## config.mk

```make
export PLATFORM = sky130hd
export DESIGN_NAME = nvs_seq
export DESIGN_NICKNAME = d
export VERILOG_FILES = /design/src/verilog/nvs_pkg.sv /design/src/verilog/nvs_timer.sv /design/src/verilog/nvs_seq.sv
export SDC_FILE = /design/constraint.sdc
export NUM_CORES = 1
export LEC_CHECK = 0
export ABC_AREA = 1
export BUFFER_PORTS_ARGS = -buffer_cell sky130_fd_sc_hd__buf_2
export CORE_ASPECT_RATIO = 0.5
export CORE_MARGIN = 2
export CORE_UTILIZATION = 40
export DETAILED_ROUTE_END_ITERATION = 16
export PLACE_DENSITY = 0.63
export SYNTH_ARGS = -nofsm -noshare
export SYNTH_HDL_FRONTEND = slang
export SYNTH_SLANG_ARGS = --single-unit
```

## constraint.sdc

```tcl
create_clock -name mclk -period 2.8 [get_ports mclk]
set_input_delay 0.28 -clock mclk [delete_from_list [all_inputs] [get_ports mclk]]
set_output_delay 0.28 -clock mclk [all_outputs]
set_load 0.1 [all_outputs]
```

## src/verilog/nvs_pkg.sv

```systemverilog
// constants shared by the store/recall sequencer
// assumes a single 20 MHz clock mclk and the async active-low reset rst_b
package nvs_pkg;
  localparam int CLK_MHZ          = 20;
  localparam int T_FA_MS          = 20;
  localparam int T_STORE_MS       = 8;
  localparam int T_RECALL_US      = 600;
  localparam int T_DELAY_NS       = 25;
  localparam int T_LZHSB_US       = 5;
  localparam int T_WAKE_MS        = 20;
  localparam int T_SLEEP_MS       = 8;
  localparam int T_SB_US          = 100;
  localparam int T_SS_US          = 500;
  // cycle counts; the shortest time rounds down, at least one cycle
  localparam int CYC_FA           = T_FA_MS * 1000 * CLK_MHZ;
  localparam int CYC_STORE        = T_STORE_MS * 1000 * CLK_MHZ;
  localparam int CYC_RECALL       = T_RECALL_US * CLK_MHZ;
  localparam int CYC_DELAY        = (T_DELAY_NS * CLK_MHZ / 1000) < 1 ? 1 : (T_DELAY_NS * CLK_MHZ / 1000);
  localparam int CYC_LZHSB        = T_LZHSB_US * CLK_MHZ;
  localparam int CYC_WAKE         = T_WAKE_MS * 1000 * CLK_MHZ;
  localparam int CYC_SLEEP        = T_SLEEP_MS * 1000 * CLK_MHZ;
  localparam int CYC_SB           = T_SB_US * CLK_MHZ;
  localparam int CYC_SS           = T_SS_US * CLK_MHZ;
  localparam int CNT_W            = 24;

  typedef enum logic [8:0] {
    ST_POWERUP = 9'h001,
    ST_IDLE    = 9'h002,
    ST_SEQ     = 9'h004,
    ST_HOLDW   = 9'h008,
    ST_STORE   = 9'h010,
    ST_RECALL  = 9'h020,
    ST_RELEASE = 9'h040,
    ST_SLEEPIN = 9'h080,
    ST_SLEEP   = 9'h100
  } nvs_state_type;

  typedef enum logic [1:0] {
    CMD_NONE   = 2'h0,
    CMD_STORE  = 2'h1,
    CMD_RECALL = 2'h2,
    CMD_SLEEP  = 2'h3
  } nvs_cmd_type;
endpackage

```

## src/verilog/nvs_timer.sv

```systemverilog
// down-counting interval timer, loaded with a cycle count
// assumes the mclk domain; done is high while the count is zero
module nvs_timer #(
  parameter int W = 24
) (
  input  wire logic         mclk,
  input  wire logic         rst_b,
  input  wire logic         load,
  input  wire logic [W-1:0] count,
  output logic              done
);
  logic [W-1:0] cnt_reg;

  // load wins over counting
  always_ff @(posedge mclk or negedge rst_b) begin
    if (!rst_b) begin
      cnt_reg <= '0;
    end else if (load) begin
      cnt_reg <= count;
    end else if (cnt_reg != '0) begin
      cnt_reg <= cnt_reg - 1'b1;
    end
  end

  assign done = (cnt_reg == '0);
endmodule

```

## src/verilog/nvs_seq.sv

```systemverilog
// store/recall sequencer of a serial nonvolatile sram
// assumes synchronous inputs from the bus controller and supply monitor
module nvs_seq
  import nvs_pkg::*;
#(
  parameter int FA_CYC     = CYC_FA,
  parameter int STORE_CYC  = CYC_STORE,
  parameter int WAKE_CYC   = CYC_WAKE,
  parameter int SLEEP_CYC  = CYC_SLEEP,
  parameter int RECALL_CYC = CYC_RECALL,
  parameter int SS_CYC     = CYC_SS,
  parameter int SB_CYC     = CYC_SB,
  parameter int LZHSB_CYC  = CYC_LZHSB
) (
  input  wire logic        mclk,
  input  wire logic        rst_b,
  input  wire logic        vcc_ok,
  input  wire logic        cmd_valid,
  input  wire nvs_pkg::nvs_cmd_type cmd_code,
  input  wire logic        wake_req,
  input  wire logic        bus_stop,
  input  wire logic        bus_active,
  input  wire logic        array_wr,
  input  wire logic        array_rd,
  input  wire logic        store_busy_pin_in,
  output logic             store_busy_pin_out,
  output logic             store_busy_pin_oe,
  output logic             array_wr_en,
  output logic             array_rd_en,
  output logic             serial_ready,
  output logic             nv_store_go,
  output logic             nv_recall_go,
  output logic             standby,
  output logic             low_power
);
  import nvs_pkg::*;

  nvs_state_type state_reg, state_next;
  nvs_cmd_type   cmd_reg;
  logic          pend_reg;
  logic          pin_req_reg;
  logic          pin_hold_reg;
  logic          vcc_prev_reg;
  logic          sb_arm_reg;
  logic          standby_reg;
  logic          tmr_load, tmr_done, sb_load, sb_done;
  logic [CNT_W-1:0] tmr_count;

  // power-fail edge and external pin pull-down
  wire pf_event    = vcc_prev_reg && !vcc_ok;
  wire pin_low     = !store_busy_pin_in && !store_busy_pin_oe;
  wire pin_store   = pin_low && !pin_hold_reg && (state_reg == ST_IDLE);
  wire auto_req    = pf_event || pin_store;
  wire store_need  = auto_req && pend_reg;
  wire busy_nv     = (state_reg == ST_STORE) || (state_reg == ST_RECALL);
  wire in_idle     = (state_reg == ST_IDLE);
  wire op_done     = busy_nv && tmr_done;
  // restore done; the cycle of the supply rise only loads the timer
  wire pu_done     = (state_reg == ST_POWERUP) && tmr_done && vcc_ok && vcc_prev_reg;

  // next state
  always_comb begin
    state_next = state_reg;
    tmr_load   = 1'b0;
    tmr_count  = '0;
    unique case (state_reg)
      ST_POWERUP: begin
        if (pu_done) begin
          state_next = ST_IDLE;
        end
      end
      ST_IDLE: begin
        if (store_need) begin
          state_next = ST_HOLDW;
          tmr_load   = 1'b1;
          tmr_count  = CNT_W'(CYC_DELAY - 1);                   // state lasts one cycle past the load
        end else if (cmd_valid && vcc_ok && cmd_code != CMD_NONE) begin
          state_next = ST_SEQ;
          tmr_load   = 1'b1;
          tmr_count  = CNT_W'(SS_CYC);
        end
      end
      ST_SEQ: begin
        if (tmr_done) begin
          tmr_load = 1'b1;
          unique case (cmd_reg)
            CMD_STORE: begin
              state_next = ST_STORE;
              tmr_count  = CNT_W'(STORE_CYC);
            end
            CMD_RECALL: begin
              state_next = ST_RECALL;
              tmr_count  = CNT_W'(RECALL_CYC);
            end
            CMD_SLEEP: begin
              state_next = ST_SLEEPIN;
              tmr_count  = CNT_W'(SLEEP_CYC);
            end
            CMD_NONE: begin
              state_next = ST_IDLE;
              tmr_load   = 1'b0;
            end
          endcase
        end
      end
      ST_HOLDW: begin
        if (tmr_done) begin
          state_next = ST_STORE;
          tmr_load   = 1'b1;
          tmr_count  = CNT_W'(STORE_CYC);
        end
      end
      ST_STORE, ST_RECALL: begin
        if (tmr_done) begin
          state_next = ST_RELEASE;
          tmr_load   = 1'b1;
          tmr_count  = CNT_W'(LZHSB_CYC);
        end
      end
      ST_RELEASE: begin
        if (tmr_done && !pin_low) begin
          state_next = ST_IDLE;
        end
      end
      ST_SLEEPIN: begin
        if (tmr_done) begin
          state_next = ST_SLEEP;
        end
      end
      ST_SLEEP: begin
        if (wake_req) begin
          state_next = ST_POWERUP;
          tmr_load   = 1'b1;
          tmr_count  = CNT_W'(WAKE_CYC);
        end
      end
    endcase
  end

  // state, command latch and the power-up timer start
  always_ff @(posedge mclk or negedge rst_b) begin
    if (!rst_b) begin
      state_reg    <= ST_POWERUP;
      cmd_reg      <= CMD_NONE;
      vcc_prev_reg <= 1'b0;
    end else begin
      state_reg    <= state_next;
      vcc_prev_reg <= vcc_ok;
      if (in_idle && cmd_valid) begin
        cmd_reg <= cmd_code;
      end
    end
  end

  // power-up recall window restarts when supply rises through the trip level
  wire vcc_rise  = vcc_ok && !vcc_prev_reg && (state_reg == ST_POWERUP);
  wire t_load    = tmr_load || vcc_rise;
  wire [CNT_W-1:0] t_count = vcc_rise ? CNT_W'(FA_CYC) : tmr_count;

  nvs_timer #(.W(CNT_W)) u_op_tmr (
    .mclk  (mclk),
    .rst_b (rst_b),
    .load  (t_load),
    .count (t_count),
    .done  (tmr_done)
  );

  // write-pending flag; a write in the completion cycle wins
  always_ff @(posedge mclk or negedge rst_b) begin
    if (!rst_b) begin
      pend_reg <= 1'b0;
    end else if (array_wr && array_wr_en) begin
      pend_reg <= 1'b1;
    end else if (op_done || pu_done) begin
      pend_reg <= 1'b0;
    end
  end

  // one pin request per low period of the pin
  always_ff @(posedge mclk or negedge rst_b) begin
    if (!rst_b) begin
      pin_hold_reg <= 1'b0;
      pin_req_reg  <= 1'b0;
    end else begin
      pin_hold_reg <= pin_low;
      pin_req_reg  <= pin_store && !pend_reg;
    end
  end

  // standby timer after a stop
  always_ff @(posedge mclk or negedge rst_b) begin
    if (!rst_b) begin
      sb_arm_reg  <= 1'b0;
      standby_reg <= 1'b0;
    end else begin
      if (bus_active || !in_idle) begin
        sb_arm_reg  <= 1'b0;
        standby_reg <= 1'b0;
      end else if (bus_stop) begin
        sb_arm_reg  <= 1'b1;
      end else if (sb_arm_reg && sb_done) begin
        sb_arm_reg  <= 1'b0;
        standby_reg <= 1'b1;
      end
    end
  end

  assign sb_load = bus_stop && in_idle;

  nvs_timer #(.W(CNT_W)) u_sb_tmr (
    .mclk  (mclk),
    .rst_b (rst_b),
    .load  (sb_load),
    .count (CNT_W'(SB_CYC)),
    .done  (sb_done)
  );

  // pin driver: low in ST_HOLDW, ST_STORE and ST_RECALL; not driven during the power-up recall in ST_POWERUP
  assign store_busy_pin_out = 1'b0;
  assign store_busy_pin_oe  = busy_nv || (state_reg == ST_HOLDW);

  // array and serial gating
  wire access_ok = vcc_ok && !busy_nv && !pin_low;
  assign array_wr_en  = (access_ok && (in_idle || state_reg == ST_SEQ)) || (state_reg == ST_HOLDW);
  assign array_rd_en  = access_ok && (in_idle || state_reg == ST_SEQ);
  assign serial_ready = access_ok && in_idle;
  assign nv_store_go  = (state_reg == ST_STORE);
  assign nv_recall_go = (state_reg == ST_RECALL) || (state_reg == ST_POWERUP);
  assign standby      = standby_reg;
  assign low_power    = (state_reg == ST_SLEEP);

  // cycles spent in the present state, for the interval bounds below
  logic [CNT_W-1:0] dwell_reg;
  always_ff @(posedge mclk or negedge rst_b) begin
    if (!rst_b) begin
      dwell_reg <= '0;
    end else if (state_next != state_reg) begin
      dwell_reg <= '0;
    end else begin
      dwell_reg <= dwell_reg + 1'b1;
    end
  end

  // cycles since the last stop while standby is armed
  logic [CNT_W-1:0] sb_wait_reg;
  always_ff @(posedge mclk or negedge rst_b) begin
    if (!rst_b) begin
      sb_wait_reg <= '0;
    end else if (!sb_arm_reg || bus_stop) begin
      sb_wait_reg <= '0;
    end else begin
      sb_wait_reg <= sb_wait_reg + 1'b1;
    end
  end

  // release bound: the hold time plus the cycle that leaves the state
  localparam int REL_MAX = LZHSB_CYC + 1;

  // assertions
  store_lock_a: assert property (@(posedge mclk) disable iff (!rst_b)
    busy_nv |-> !serial_ready && !array_wr_en) else $error("access during nv op");
  skip_store_a: assert property (@(posedge mclk) disable iff (!rst_b)
    (in_idle && auto_req && !pend_reg) |=> state_reg != ST_HOLDW) else $error("needless store");
  hold_write_a: assert property (@(posedge mclk) disable iff (!rst_b)
    (in_idle && store_need) |=> array_wr_en ##1 state_reg == ST_STORE) else $error("write hold wrong");
  low_vcc_a: assert property (@(posedge mclk) disable iff (!rst_b)
    !vcc_ok |-> !array_rd_en && !serial_ready) else $error("access at low supply");
  pin_hold_a: assert property (@(posedge mclk) disable iff (!rst_b)
    pin_low |-> !array_rd_en && !serial_ready) else $error("array on with pin low");
  pin_off_a: assert property (@(posedge mclk) disable iff (!rst_b)
    (in_idle || state_reg == ST_SLEEP) |-> !store_busy_pin_oe) else $error("pin driven idle");
  sleep_enter_a: assert property (@(posedge mclk) disable iff (!rst_b)
    (state_reg == ST_SLEEPIN) |-> dwell_reg <= CNT_W'(SLEEP_CYC)) else $error("sleep late");
  pend_set_a: assert property (@(posedge mclk) disable iff (!rst_b)
    (array_wr && array_wr_en) |=> pend_reg) else $error("pending not set");
  release_a: assert property (@(posedge mclk) disable iff (!rst_b)
    $fell(busy_nv) |-> state_reg == ST_RELEASE [*1] ##[1:REL_MAX] (in_idle || pin_low))
    else $error("release late");

  // interval bounds of the nonvolatile operations, and the power-up recall gating
  store_time_a: assert property (@(posedge mclk) disable iff (!rst_b)
    (state_reg == ST_STORE) |-> dwell_reg <= CNT_W'(STORE_CYC)) else $error("store too long");
  recall_time_a: assert property (@(posedge mclk) disable iff (!rst_b)
    (state_reg == ST_RECALL) |-> dwell_reg <= CNT_W'(RECALL_CYC)) else $error("recall too long");
  powerup_recall_a: assert property (@(posedge mclk) disable iff (!rst_b)
    (state_reg == ST_POWERUP) |-> nv_recall_go && !serial_ready) else $error("access during restore");

  // stores started or skipped, and the pending flag
  pf_store_a: assert property (@(posedge mclk) disable iff (!rst_b)
    (in_idle && pf_event && pend_reg) |=> state_reg == ST_HOLDW) else $error("power-fail store lost");
  pin_skip_a: assert property (@(posedge mclk) disable iff (!rst_b)
    pin_req_reg |-> !store_busy_pin_oe && !nv_store_go) else $error("skipped store driven");
  pend_clr_a: assert property (@(posedge mclk) disable iff (!rst_b)
    (op_done && !(array_wr && array_wr_en)) |=> !pend_reg) else $error("pending not cleared");

  // commands, sleep, wake and standby
  seq_time_a: assert property (@(posedge mclk) disable iff (!rst_b)
    (state_reg == ST_SEQ) |-> dwell_reg <= CNT_W'(SS_CYC)) else $error("command late");
  cmd_taken_a: assert property (@(posedge mclk) disable iff (!rst_b)
    (in_idle && !store_need && cmd_valid && vcc_ok && cmd_code != CMD_NONE) |=> state_reg == ST_SEQ)
    else $error("command dropped");
  wake_start_a: assert property (@(posedge mclk) disable iff (!rst_b)
    (state_reg == ST_SLEEP && wake_req) |=> state_reg == ST_POWERUP && nv_recall_go) else $error("wake lost");
  sleep_shut_a: assert property (@(posedge mclk) disable iff (!rst_b)
    low_power |-> !serial_ready && !array_rd_en) else $error("access in sleep");
  standby_time_a: assert property (@(posedge mclk) disable iff (!rst_b)
    sb_arm_reg |-> sb_wait_reg <= CNT_W'(SB_CYC)) else $error("standby late");
  standby_clr_a: assert property (@(posedge mclk) disable iff (!rst_b)
    bus_active |=> !standby) else $error("standby during transaction");
endmodule

```

==> out/metrics.cfg <==
[power]
p_leak_nw = 2.38
clkPwrFrac = 0.239
p_per_area_nw_per_um2 = 994
swShare = 0.445
combPwrFrac = 0.466
pwr-share-seq = 0.296
p_sw_w = 0.00213
p_int_w = 0.00265
irDropWorstVdd_uv = 332

[worst_setup_path]
r2r_setup_slack_ns = 0.24
path_buf_inv = 2
crit_path_end_kind = output port
cp_slowest_cell = dfstp_2
reg2reg_from = state_reg[0]
cpMostUsedCell = nor2_1
setup.worst_path.end = array_rd_en
start_kind = register
worstSetupPathDepth = 11
startpoint = state_reg[0]
r2r-end = u_op_tmr.cnt_reg[17]
crit_required_ns = 2.52
arrival_ns = 2.37
path_cells = nor2_2, nand2_2, nor2_1, nor2_4, nand2_8, nor2_1, nor2_1, nand2_1, or2_1, clkinvlp_4, buf_12
worstSetupPathType = reg -> out
slowest_delay_ns = 0.56
cp_max_fo = 5
crit_family = simple AND/OR/NAND/NOR gates
reg2reg_depth = 12

[sta]
layout_worst_path_cycle_share = 0.946
fin_ws_ns = 0.151
maxSlewViolCount = 0
rsz0062_at_grt = false
holdWs_ns = 0.0680
fin_crit_ns = 2.65
fmax_ghz = 0.378
tns_ns = 0
finalHoldViolCount = 0
setup_violations = 0
tightest_slew_ns = 0.910
slew_headroom = 0.393
fin_worst_skew_ns = 0.00434

[routing]
wl_per_cell_um = 13.7
viasPerCell = 5.03
drtIter0Drc = 276
drt_first_pass_iters = 4
drc = 0
wl_um = 10100
ant_nets = 0
vias = 3723

[synth]
synthAdderAreaFrac = 0.00606
synthCells = 564
synthMuxAreaShare = 0.00545
syn_avg_cell_area_um2 = 7.33
synth_top_family_by_area = simple AND/OR/NAND/NOR gates
synth_seq_area_share = 0.388
ys_ff_latch = 64
ys_warn_count = 0
syn-num-nets = 578
synth-xor-area-share = 0.0572
yosys.area_share.simple = 0.374
synth.distinct_cells = 45
synth-compound-area-share = 0.0824
synthesis.area_um2 = 4130

[finish]
final_core_util = 0.476
area_growth_pct = 16.5
layout-drive-gt1-share = 0.150
nNetsFinal = 609
antennaDiodeCount = 0
nFillCells = 1014

[placed_design]
place_congestion = 0.877
port_buffers = 18
dp_hpwl_um = 7520
dp_slack_ns = 0.266

[global_route]
grt_max_degree = 40
grt-ovfl-total = 0
grt_pass1_vias = 3495
grt_pass1_wl_um = 16800
grt_antenna_before_repair = 0
grt.total_usage = 0.195

[floorplan]
die-height_um = 75.9
pin_count = 21
core_um2 = 10100
die_area_um2 = 11200
dieWidth_um = 148
rows = 26
start_util = 0.408

[clock_tree]
clk_pin_slew_ns = 0.05
cts_tree = built
h-tree-depth = 3
clockBufferDepth = 2
cts_buffers = 9
clkLatencyLatePin_ns = 0.34
clock-root-buffer = clkbuf_16
clock-sinks = 64

[run]
drv_cap = 0

[status]
status = finished, final reports clean

[worst_hold_path]
worstHoldPathType = in -> async

## cells in the final DEF, fill, tap and decap left out, drive strengths merged
cell,instances
nor3,27
xor2,22
and3,2
and2,1
o31ai,1
clkbuf,13
clkinvlp,1
o21ai,21
dfstp,1
nand2,106
or2,8
nor4,8
nand3,35
nor2,107
mux2,2
a21boi,1
bufinv,1
o21a,3
nor3b,1
a211oi,2
a21oi,29
a31oi,3
ha,2
clkinv,3
dfrtp,63
xnor2,5
inv,84
nand4,22
buf,25
conb,1
## power groups by stage
| stage | combinational [W] | clock (W) | sequential, W |
|---|---|---|---|
| 2_1_floorplan | 0.00177 | 0 | 0.00136 |
| 3_3_place_gp | 0.00218 | 0 | 0.00142 |
| 3_5_place_dp | 0.00220 | 0 | 0.00143 |
| 4_1_cts | 0.00222 | 0.00117 | 0.00141 |
| 5_1_grt | 0.00251 | 0.00121 | 0.00145 |
| 6_report | 0.00223 | 0.00114 | 0.00141 |
## metal layers
metal,routed length [um],up-vias,global-route usage
met3,397,14,0.0569
met4,130,0,0.0459
li1,-,1903,-
met1,4820,1759,0.250
met5,0,-,0
met2,4760,47,0.331
## worst min path at each step
stage,startpoint,endpoint,slack (ns),cells after the start
detailed placement,rst_b,u_sb_tmr.cnt_reg[7],0.46,1
global route,vcc_ok,vcc_prev_reg,0.1,1
floorplan,rst_b,cmd_reg[0],-0.02,0
global placement,vcc_ok,vcc_prev_reg,0.45,1
finish,rst_b,u_sb_tmr.cnt_reg[7],0.07,1
CTS,rst_b,u_sb_tmr.cnt_reg[6],0.1,1
## cell type report
class / instances / area, um2 / area share
Multi-Input combinational cell: 409 / 2230 / 0.464
Timing Repair Buffer: 25 / 173 / 0.0359
Clock buffer: 13 / 260 / 0.0541
Clock inverter: 3 / 40.0 / 0.00832
Sequential cell: 64 / 1600 / 0.333
Inverter: 86 / 329 / 0.0684
Tap cell: 140 / 175 / 0.0364
## through the flow
step                total power [W]  instances  cell area (um2)
floorplan                   0.00313        564             4190
global placement            0.00360        721             4490
detailed placement          0.00363        721             4490
CTS                         0.00480        737             4790
global route                0.00517        740             4810
finish                      0.00479        740             4810
## cell usage after synthesis (all sizes together)
cell type  number  area (um2)
nand4          22         144
nor3b           1        7.51
nand2         106         428
clkbuf          1        3.75
xnor2           5        43.8
nor4            8        56.3
o31ai           1        21.3
nand3          35         205
buf             4        25.0
xor2           22         193
nor2          107         475
o21ai          21         105
nor3           27         161
a21boi          1        11.3
a21oi          29         145
a31oi           3        18.8
a211oi          2        15.0
and2            1        6.26
or2             8        50.1
conb            1        3.75
and3            2        12.5
clkinv          1        3.75
mux2            2        22.5
dfrtp          63        1580
inv            85         322
dfstp           1        26.3
o21a            3        23.8
ha              2        25.0
## cell families (layout without fill, tap and decap cells)
family,Yosys count,after routing
muxes,2,2
and+or+nand+nor,317,317
AOI/OAI and AO/OA,60,60
adders and majority gates,2,2
DFF,64,64
xor gates and xnor gates,27,27
buffers and inverters,91,127
other,1,1
## worst register-to-register path, delay by kind of cell (launching register included)
| kind | cells | cell delay, ns |
|---|---|---|
| buf+inv | 2 | 0.19 |
| compound gates | 1 | 0.09 |
| simple gates | 9 | 1.60 |
| flops | 1 | 0.56 |
## what timing repair did
action                                  CTS  global route
gates resized for setup                   0             1
hold endpoints to repair                  0             0
endpoints found under the setup margin    0             2
buffers inserted                          0             3
hold buffers                              0             0
Power figures use the tool's default switching activity.
